===== config.mk =====
export PLATFORM = sky130hd
export DESIGN_NAME = csb_unit
export DESIGN_NICKNAME = d
export VERILOG_FILES = /design/src/rtl/csb_pkg.sv /design/src/rtl/csb_unit.sv
export SDC_FILE = /design/constraint.sdc
export NUM_CORES = 1
export LEC_CHECK = 0
export BUFFER_PORTS_ARGS = -buffer_cell sky130_fd_sc_hd__buf_2
export CAP_MARGIN = 10
export CORE_MARGIN = 5
export CORE_UTILIZATION = 57
export DETAILED_ROUTE_END_ITERATION = 7
export HOLD_SLACK_MARGIN = 0.02
export PLACE_DENSITY = 0.8
export SETUP_SLACK_MARGIN = 0.2
export SYNTH_ARGS = -nofsm -noshare
export SYNTH_HDL_FRONTEND = slang
export SYNTH_SLANG_ARGS = --single-unit

===== constraint.sdc =====
create_clock -name sys_clk -period 3.6 [get_ports sys_clk]
set_clock_uncertainty 0.1 [all_clocks]
set_input_delay 0.36 -clock sys_clk [delete_from_list [all_inputs] [get_ports sys_clk]]
set_output_delay 0.36 -clock sys_clk [all_outputs]
set_load 0.03 [all_outputs]

===== src/rtl/csb_pkg.sv =====
package csb_pkg;
   // ********************************************************************
   // Widths, flag positions and instruction step constants.
   // ********************************************************************
   localparam int PC_W = 16;
   localparam logic [2:0] FLAG_C = 3'h0;
   localparam logic [2:0] FLAG_Z = 3'h1;
   localparam logic [2:0] FLAG_N = 3'h2;
   localparam logic [2:0] FLAG_V = 3'h3;
   localparam logic [2:0] FLAG_S = 3'h4;
   localparam logic [2:0] FLAG_H = 3'h5;
   localparam logic [15:0] PC_STEP = 16'h0001;
   localparam logic [15:0] SKIP_ONE_WORD = 16'h0002;
   localparam logic [15:0] SKIP_TWO_WORD = 16'h0003;
   localparam logic [15:0] PC_RESET = 16'h0000;
   localparam logic [7:0] FLAGS_RESET = 8'h00;

   // Operation selector presented by the decoder front end.
   typedef enum logic [3:0] {
      CSB_NOP,
      CSB_COMPARE_WITH_CARRY,
      CSB_COMPARE_IMMEDIATE,
      CSB_SKIP_REG_BIT_CLEAR,
      CSB_SKIP_REG_BIT_SET,
      CSB_SKIP_IO_BIT_CLEAR,
      CSB_SKIP_IO_BIT_SET,
      CSB_BRANCH_FLAG_SET,
      CSB_BRANCH_FLAG_CLEAR,
      CSB_BRANCH_EQUAL,
      CSB_BRANCH_NOT_EQUAL,
      CSB_BRANCH_CARRY_SET,
      CSB_BRANCH_CARRY_CLEAR,
      CSB_BRANCH_SAME_OR_HIGHER,
      CSB_BRANCH_MINUS,
      CSB_BRANCH_PLUS
   } csb_op_t;

   // One instruction as issued to the unit.
   typedef struct packed {
      csb_op_t op;
      logic [7:0] reg_a;
      logic [7:0] reg_b;
      logic [7:0] io_val;
      logic [2:0] bit_sel;
      logic [6:0] offset;
      logic next_two_word;
   } csb_instr_t;
endpackage


===== src/rtl/csb_unit.sv =====
// Functional notes
// - Compares compute a-b-C or a-K, set Z N V S C H, one cycle.
// - Register bit-clear skip skips when bit is zero; flags untouched.
// - Register bit-set skip skips when bit is one; flags untouched.
// - I/O bit-clear skip skips when I/O bit is zero; flags untouched.
// - I/O bit-set skip skips when I/O bit is one; flags untouched.
// - Flag-set branch jumps to PC+k+1 when indexed flag is one.
// - Flag-clear branch jumps to PC+k+1 when indexed flag is zero.
// - Equal branch jumps when Z is one.
// - Not-equal branch jumps when Z is zero.
// - Carry-set branch jumps when C is one.
// - Carry-clear branch jumps when C is zero.
// - Same-or-higher branch jumps when C is zero.
// - Minus branch jumps when N is one.
// - Plus branch jumps when N is zero.
`timescale 1ns/100ps
module csb_unit (
   input wire logic sys_clk,
   input wire logic reset_n,
   input wire logic instr_valid,
   input wire csb_pkg::csb_instr_t instr,
   output logic [15:0] pc,
   output logic [7:0] status_flags,
   output logic skip_taken,
   output logic branch_taken
);
   // ********************************************************************
   // Helpers.
   // ********************************************************************

   // Relative target; offset is a signed 7-bit word count.
   function automatic logic [15:0] rel_target(input logic [15:0] cur,
                                              input logic [6:0] k);
      rel_target = cur + {{9{k[6]}}, k} + csb_pkg::PC_STEP;
   endfunction

   // ********************************************************************
   // Next-state logic.
   // ********************************************************************
   logic [15:0] next_pc;
   logic [7:0] next_status_flags;
   logic next_skip_taken;
   logic next_branch_taken;
   logic [7:0] sub_b;
   logic cin;
   logic [8:0] diff;
   logic [4:0] half;
   logic cond;
   logic is_skip;

   // Compare results only feed flags; the difference is never stored.
   always_comb begin
      next_pc = pc;
      next_status_flags = status_flags;
      next_skip_taken = 1'b0;
      next_branch_taken = 1'b0;
      cond = 1'b0;
      is_skip = 1'b0;
      cin = (instr.op == csb_pkg::CSB_COMPARE_WITH_CARRY) &
            status_flags[csb_pkg::FLAG_C];
      sub_b = instr.reg_b;
      diff = {1'b0, instr.reg_a} - {1'b0, sub_b} - {8'h00, cin};
      half = {1'b0, instr.reg_a[3:0]} - {1'b0, sub_b[3:0]} - {4'h0, cin};
      if (instr_valid) begin
         unique case (instr.op)
            csb_pkg::CSB_COMPARE_WITH_CARRY: begin
               // Zero survives only while every byte of a chain is equal.
               next_status_flags[csb_pkg::FLAG_Z] = (diff[7:0] == 8'h00) &
                  status_flags[csb_pkg::FLAG_Z];
            end
            csb_pkg::CSB_COMPARE_IMMEDIATE: begin
               next_status_flags[csb_pkg::FLAG_Z] =
                  (diff[7:0] == 8'h00);
            end
            csb_pkg::CSB_SKIP_REG_BIT_CLEAR: begin
               is_skip = 1'b1;
               cond = ~instr.reg_a[instr.bit_sel];
            end
            csb_pkg::CSB_SKIP_REG_BIT_SET: begin
               is_skip = 1'b1;
               cond = instr.reg_a[instr.bit_sel];
            end
            csb_pkg::CSB_SKIP_IO_BIT_CLEAR: begin
               is_skip = 1'b1;
               cond = ~instr.io_val[instr.bit_sel];
            end
            csb_pkg::CSB_SKIP_IO_BIT_SET: begin
               is_skip = 1'b1;
               cond = instr.io_val[instr.bit_sel];
            end
            csb_pkg::CSB_BRANCH_FLAG_SET: begin
               cond = status_flags[instr.bit_sel];
            end
            csb_pkg::CSB_BRANCH_FLAG_CLEAR: begin
               cond = ~status_flags[instr.bit_sel];
            end
            csb_pkg::CSB_BRANCH_EQUAL: begin
               cond = status_flags[csb_pkg::FLAG_Z];
            end
            csb_pkg::CSB_BRANCH_NOT_EQUAL: begin
               cond = ~status_flags[csb_pkg::FLAG_Z];
            end
            csb_pkg::CSB_BRANCH_CARRY_SET: begin
               cond = status_flags[csb_pkg::FLAG_C];
            end
            csb_pkg::CSB_BRANCH_CARRY_CLEAR: begin
               cond = ~status_flags[csb_pkg::FLAG_C];
            end
            csb_pkg::CSB_BRANCH_SAME_OR_HIGHER: begin
               cond = ~status_flags[csb_pkg::FLAG_C];
            end
            csb_pkg::CSB_BRANCH_MINUS: begin
               cond = status_flags[csb_pkg::FLAG_N];
            end
            csb_pkg::CSB_BRANCH_PLUS: begin
               cond = ~status_flags[csb_pkg::FLAG_N];
            end
            csb_pkg::CSB_NOP: begin
               cond = 1'b0;
            end
         endcase
         if (instr.op == csb_pkg::CSB_COMPARE_WITH_CARRY ||
             instr.op == csb_pkg::CSB_COMPARE_IMMEDIATE) begin
            // Remaining flags follow the subtract.
            next_status_flags[csb_pkg::FLAG_C] = diff[8];
            next_status_flags[csb_pkg::FLAG_H] = half[4];
            next_status_flags[csb_pkg::FLAG_N] = diff[7];
            next_status_flags[csb_pkg::FLAG_V] =
               (instr.reg_a[7] & ~sub_b[7] & ~diff[7]) |
               (~instr.reg_a[7] & sub_b[7] & diff[7]);
            next_status_flags[csb_pkg::FLAG_S] =
               diff[7] ^ next_status_flags[csb_pkg::FLAG_V];
            next_pc = pc + csb_pkg::PC_STEP;
         end else if (is_skip && cond) begin
            next_skip_taken = 1'b1;
            next_pc = pc + (instr.next_two_word ? csb_pkg::SKIP_TWO_WORD :
                            csb_pkg::SKIP_ONE_WORD);
         end else if (!is_skip && cond) begin
            next_branch_taken = 1'b1;
            next_pc = rel_target(pc, instr.offset);
         end else if (instr.op != csb_pkg::CSB_NOP) begin
            next_pc = pc + csb_pkg::PC_STEP;
         end
      end
   end

   // Registers; one instruction retires per clock.
   always_ff @(posedge sys_clk) begin
      if (!reset_n) begin
         pc <= csb_pkg::PC_RESET;
         status_flags <= csb_pkg::FLAGS_RESET;
         skip_taken <= 1'b0;
         branch_taken <= 1'b0;
      end else begin
         pc <= next_pc;
         status_flags <= next_status_flags;
         skip_taken <= next_skip_taken;
         branch_taken <= next_branch_taken;
      end
   end

   // ********************************************************************
   // Checks.
   // ********************************************************************
   property p_skip_flags;
      @(posedge sys_clk) disable iff (!reset_n)
      skip_taken |-> status_flags == $past(status_flags);
   endproperty
   a_skip_flags: assert property (p_skip_flags)
      else $error("Skip changed flags.");

   property p_skip_step;
      @(posedge sys_clk) disable iff (!reset_n)
      skip_taken |-> (pc - $past(pc) == csb_pkg::SKIP_ONE_WORD) ||
                     (pc - $past(pc) == csb_pkg::SKIP_TWO_WORD);
   endproperty
   a_skip_step: assert property (p_skip_step)
      else $error("Skip step wrong.");

   property p_beq;
      @(posedge sys_clk) disable iff (!reset_n)
      instr_valid && instr.op == csb_pkg::CSB_BRANCH_EQUAL &&
      status_flags[csb_pkg::FLAG_Z] |=> branch_taken &&
      pc == $past(rel_target(pc, instr.offset));
   endproperty
   a_beq: assert property (p_beq)
      else $error("Equal branch not taken.");

   property p_bne;
      @(posedge sys_clk) disable iff (!reset_n)
      instr_valid && instr.op == csb_pkg::CSB_BRANCH_NOT_EQUAL &&
      status_flags[csb_pkg::FLAG_Z] |=> !branch_taken &&
      pc == $past(pc) + csb_pkg::PC_STEP;
   endproperty
   a_bne: assert property (p_bne)
      else $error("Not-equal branch wrongly taken.");

   property p_cpi_zero;
      @(posedge sys_clk) disable iff (!reset_n)
      instr_valid && instr.op == csb_pkg::CSB_COMPARE_IMMEDIATE &&
      instr.reg_a == instr.reg_b |=> status_flags[csb_pkg::FLAG_Z] &&
      !status_flags[csb_pkg::FLAG_C];
   endproperty
   a_cpi_zero: assert property (p_cpi_zero)
      else $error("Compare equal flags wrong.");

   property p_branch_flags;
      @(posedge sys_clk) disable iff (!reset_n)
      branch_taken |-> $stable(status_flags);
   endproperty
   a_branch_flags: assert property (p_branch_flags)
      else $error("Branch changed flags.");

   property p_bcs;
      @(posedge sys_clk) disable iff (!reset_n)
      instr_valid && instr.op == csb_pkg::CSB_BRANCH_CARRY_SET &&
      !status_flags[csb_pkg::FLAG_C] |=> !branch_taken;
   endproperty
   a_bcs: assert property (p_bcs)
      else $error("Carry-set branch wrongly taken.");

   property p_bmi;
      @(posedge sys_clk) disable iff (!reset_n)
      instr_valid && instr.op == csb_pkg::CSB_BRANCH_MINUS &&
      status_flags[csb_pkg::FLAG_N] |=> branch_taken;
   endproperty
   a_bmi: assert property (p_bmi)
      else $error("Minus branch not taken.");
endmodule


==> impl_metrics.py <==
metrics = {
    "setup_path": {
        "startpoint_type": "primary input",
        "critical_path_required_ns": 3.69,
        "worstPathArrival_ns": 3.29,
        "cp_max_fo": 15,
        "worst_setup_path_end_kind": "flop",
        "crit_type": "primary input to flop",
    },
    "cts": {
        "cts.clk_slew.worst_paths_ns": 0.09,
        "clk_path_buf_depth": 2,
        "clock_sinks": 24,
        "cts-htree-levels": 1,
        "cts-hold-fix-buffers": 0,
        "post_cts_buffers": 0,
        "worstSkewPairLatency_ns": 0.28,
        "cts_root_buf": "clkbuf_8",
        "post_cts_resized": 0,
        "cts_tree": "done",
        "cts_buffers": 3,
    },
    "detailed_routing": {
        "ant_nets": 0,
        "route.vias.total": 3628,
        "routedWlPerCell_um": 15.89,
        "drtIter0Drc": 345,
        "wirelength_um": 9293,
        "via_per_inst": 6.202,
        "drc": 0,
        "dr.pass1.iters": 5,
    },
    "timing": {
        "slew_violations": 0,
        "fmax_ghz": 0.3127,
        "tns_ns": 0,
        "rsz0062_at_grt": "no",
        "fin_crit_sh": 0.8884,
        "relSlewSlack": 0.4776,
        "finalSetupViolations": 0,
        "hold_violations": 0,
        "fin_hold_ws_ns": 0.2649,
        "worstMarginPinSlew_ns": 0.7836,
        "period_needed_ns": 3.198,
    },
    "floorplanning": {
        "start_util": 0.5778,
        "rows": 28,
        "die_h_um": 87.02,
        "die_area_um2": 7572,
        "die_w_um": 87.02,
        "coreArea_um2": 5851,
        "io_pins": 68,
    },
    "global_route": {
        "grt_pass1_wl_um": 15390,
        "antenna_found_initial": 0,
        "grt_max_degree": 25,
        "grt.overflow.total": 0,
        "grt_use_total": 0.2453,
        "grt_pass1_vias": 3296,
    },
    "final_layout": {
        "antenna_cells": 0,
        "layout_common_cells": "65 x buf_2, 44 x a21oi_1, 41 x o21ai_0",
        "fin_util": 0.6444,
        "area_delta_synth_final_pct": 11.51,
        "fin_cells": 585,
        "num-fill-cells": 528,
        "register_area_um2": 480.5,
        "drive_gt1_frac": 0.1706,
        "multiInputGateArea_um2": 2658,
        "nNetsFinal": 589,
        "final_common_cell": "buf_2",
    },
    "pwr": {
        "ir_drop_mv": 0.1440,
        "power.density_nw_per_um2": 286.6,
        "leakage_nw": 1.689,
    },
    "yosys": {
        "synth_top_area_share": 0.1421,
        "synth-seq-cells": 24,
        "synthCells": 460,
        "synth_seq_area_share": 0.1421,
        "synth_area_um2": 3381,
        "synth_ff_type": "dfxtp_1",
        "yosys-top-cells-area": "dfxtp_1 14%, ha_1 12%, a21oi_1 6.5%",
        "yosysWarnings": 0,
        "synth.avg_cell_area_um2": 7.349,
        "synth_edf_count": 0,
        "yosysTopAreaCell": "dfxtp_1",
        "async_flop_share": 0,
        "ys_types": 68,
    },
    "hold_path": {
        "holdCritPathClass": "primary input to flop",
    },
    "run": {
        "cap_violations": 0,
    },
    "place": {
        "routabilityCongestion": 0.9429,
        "placedCellCount": 581,
        "portBuffers": 65,
        "dp_hpwl_um": 7189,
    },
    "outcome": {
        "outcome": "finished clean",
    },
}
## cell usage after synthesis, drive strengths merged (6+ instances only)
library cell,n
nand2,37
xnor2,17
nor2,33
nand4,6
nor2b,6
nand2b,9
a21oi,44
buf,10
ha,33
inv,34
clkbuf,14
nand3,21
o21ai,42
mux2i,8
xor2,12
a211oi,8
dfxtp,24
nor3,13
## cells by family after synthesis
| logic type | Yosys count | share of synthesized area |
|---|---|---|
| AO/OA/AOI/OAI | 147 | 0.2779 |
| XOR/XNOR | 29 | 0.07513 |
| adder cells (fa/ha/maj) | 36 | 0.1399 |
| buffers and inverters | 58 | 0.07513 |
| flip-flops | 24 | 0.1421 |
| multiplexers | 16 | 0.07032 |
| other | 1 | 0.001109 |
| AND/OR/NAND/NOR | 149 | 0.2184 |
## area by class of cell
cell class	count	area share
Timing Repair Buffer	69	0.09426
Sequential cell	24	0.1274
Multi-Input combinational cell	379	0.7049
Tap cell	75	0.02489
Clock buffer	4	0.01460
Inverter	34	0.03385
## metal layers
layer,part of all wire,track usage,wire (um),vias up
met5,0,0,0,-
met4,0.016,0.07507,148,0
met3,0.062,0.02933,578,20
met2,0.49,0.4161,4529,142
met1,0.43,0.3235,4036,1684
li1,-,-,-,1782
## critical path: stages
cell	delay, ns
buf_2	0.23
nor2b_1	0.23
nand3_1	0.16
fa_1	0.45
fa_1	0.40
nand2b_1	0.17
a21oi_1	0.32
o21bai_1	0.10
a21oi_1	0.24
o21bai_1	0.09
a21oi_1	0.18
xnor2_1	0.08
a211oi_1	0.27
## power breakdown
group / total (W) / switching, W / internal, W / leakage, nW
logic: 0.000552 / 0.000319 / 0.000232 / 1.46
registers: 0.000330 / 0.0000451 / 0.000285 / 0.197
clock network: 0.000198 / 0.000100 / 0.0000982 / 0.0288
## final timing paths
path,start,to,slack (ns),cells after the start
hold reg to reg,status_flags[5],status_flags[5],0.43,2
hold / removal,instr_valid,branch_taken,0.26,3
setup / recovery,instr[35],status_flags[0],0.40,13
setup reg to reg,status_flags[0],status_flags[0],0.43,11
## sequential cells by signal (all words and copies together), names as in the netlist
| register | count |
|---|---|
| skip_taken | 1 |
| branch_taken | 1 |
| status_flags | 6 |
| pc | 16 |
## per-stage QoR
step | area, um2 | worst slack (ns) | power, W
final | 3770 | 0.4017 | 0.001080
after global routing | 3770 | 0.2228 | 0.001159
after CTS | 3770 | 0.4283 | 0.001075
after detailed placement | 3715 | 0.1305 | 0.0008806
after global placement | 3715 | 0.4044 | 0.0008634
after floorplan | 3385 | 0.4462 | 0.0007435
Note: power is estimated with default switching activity, not from simulation.
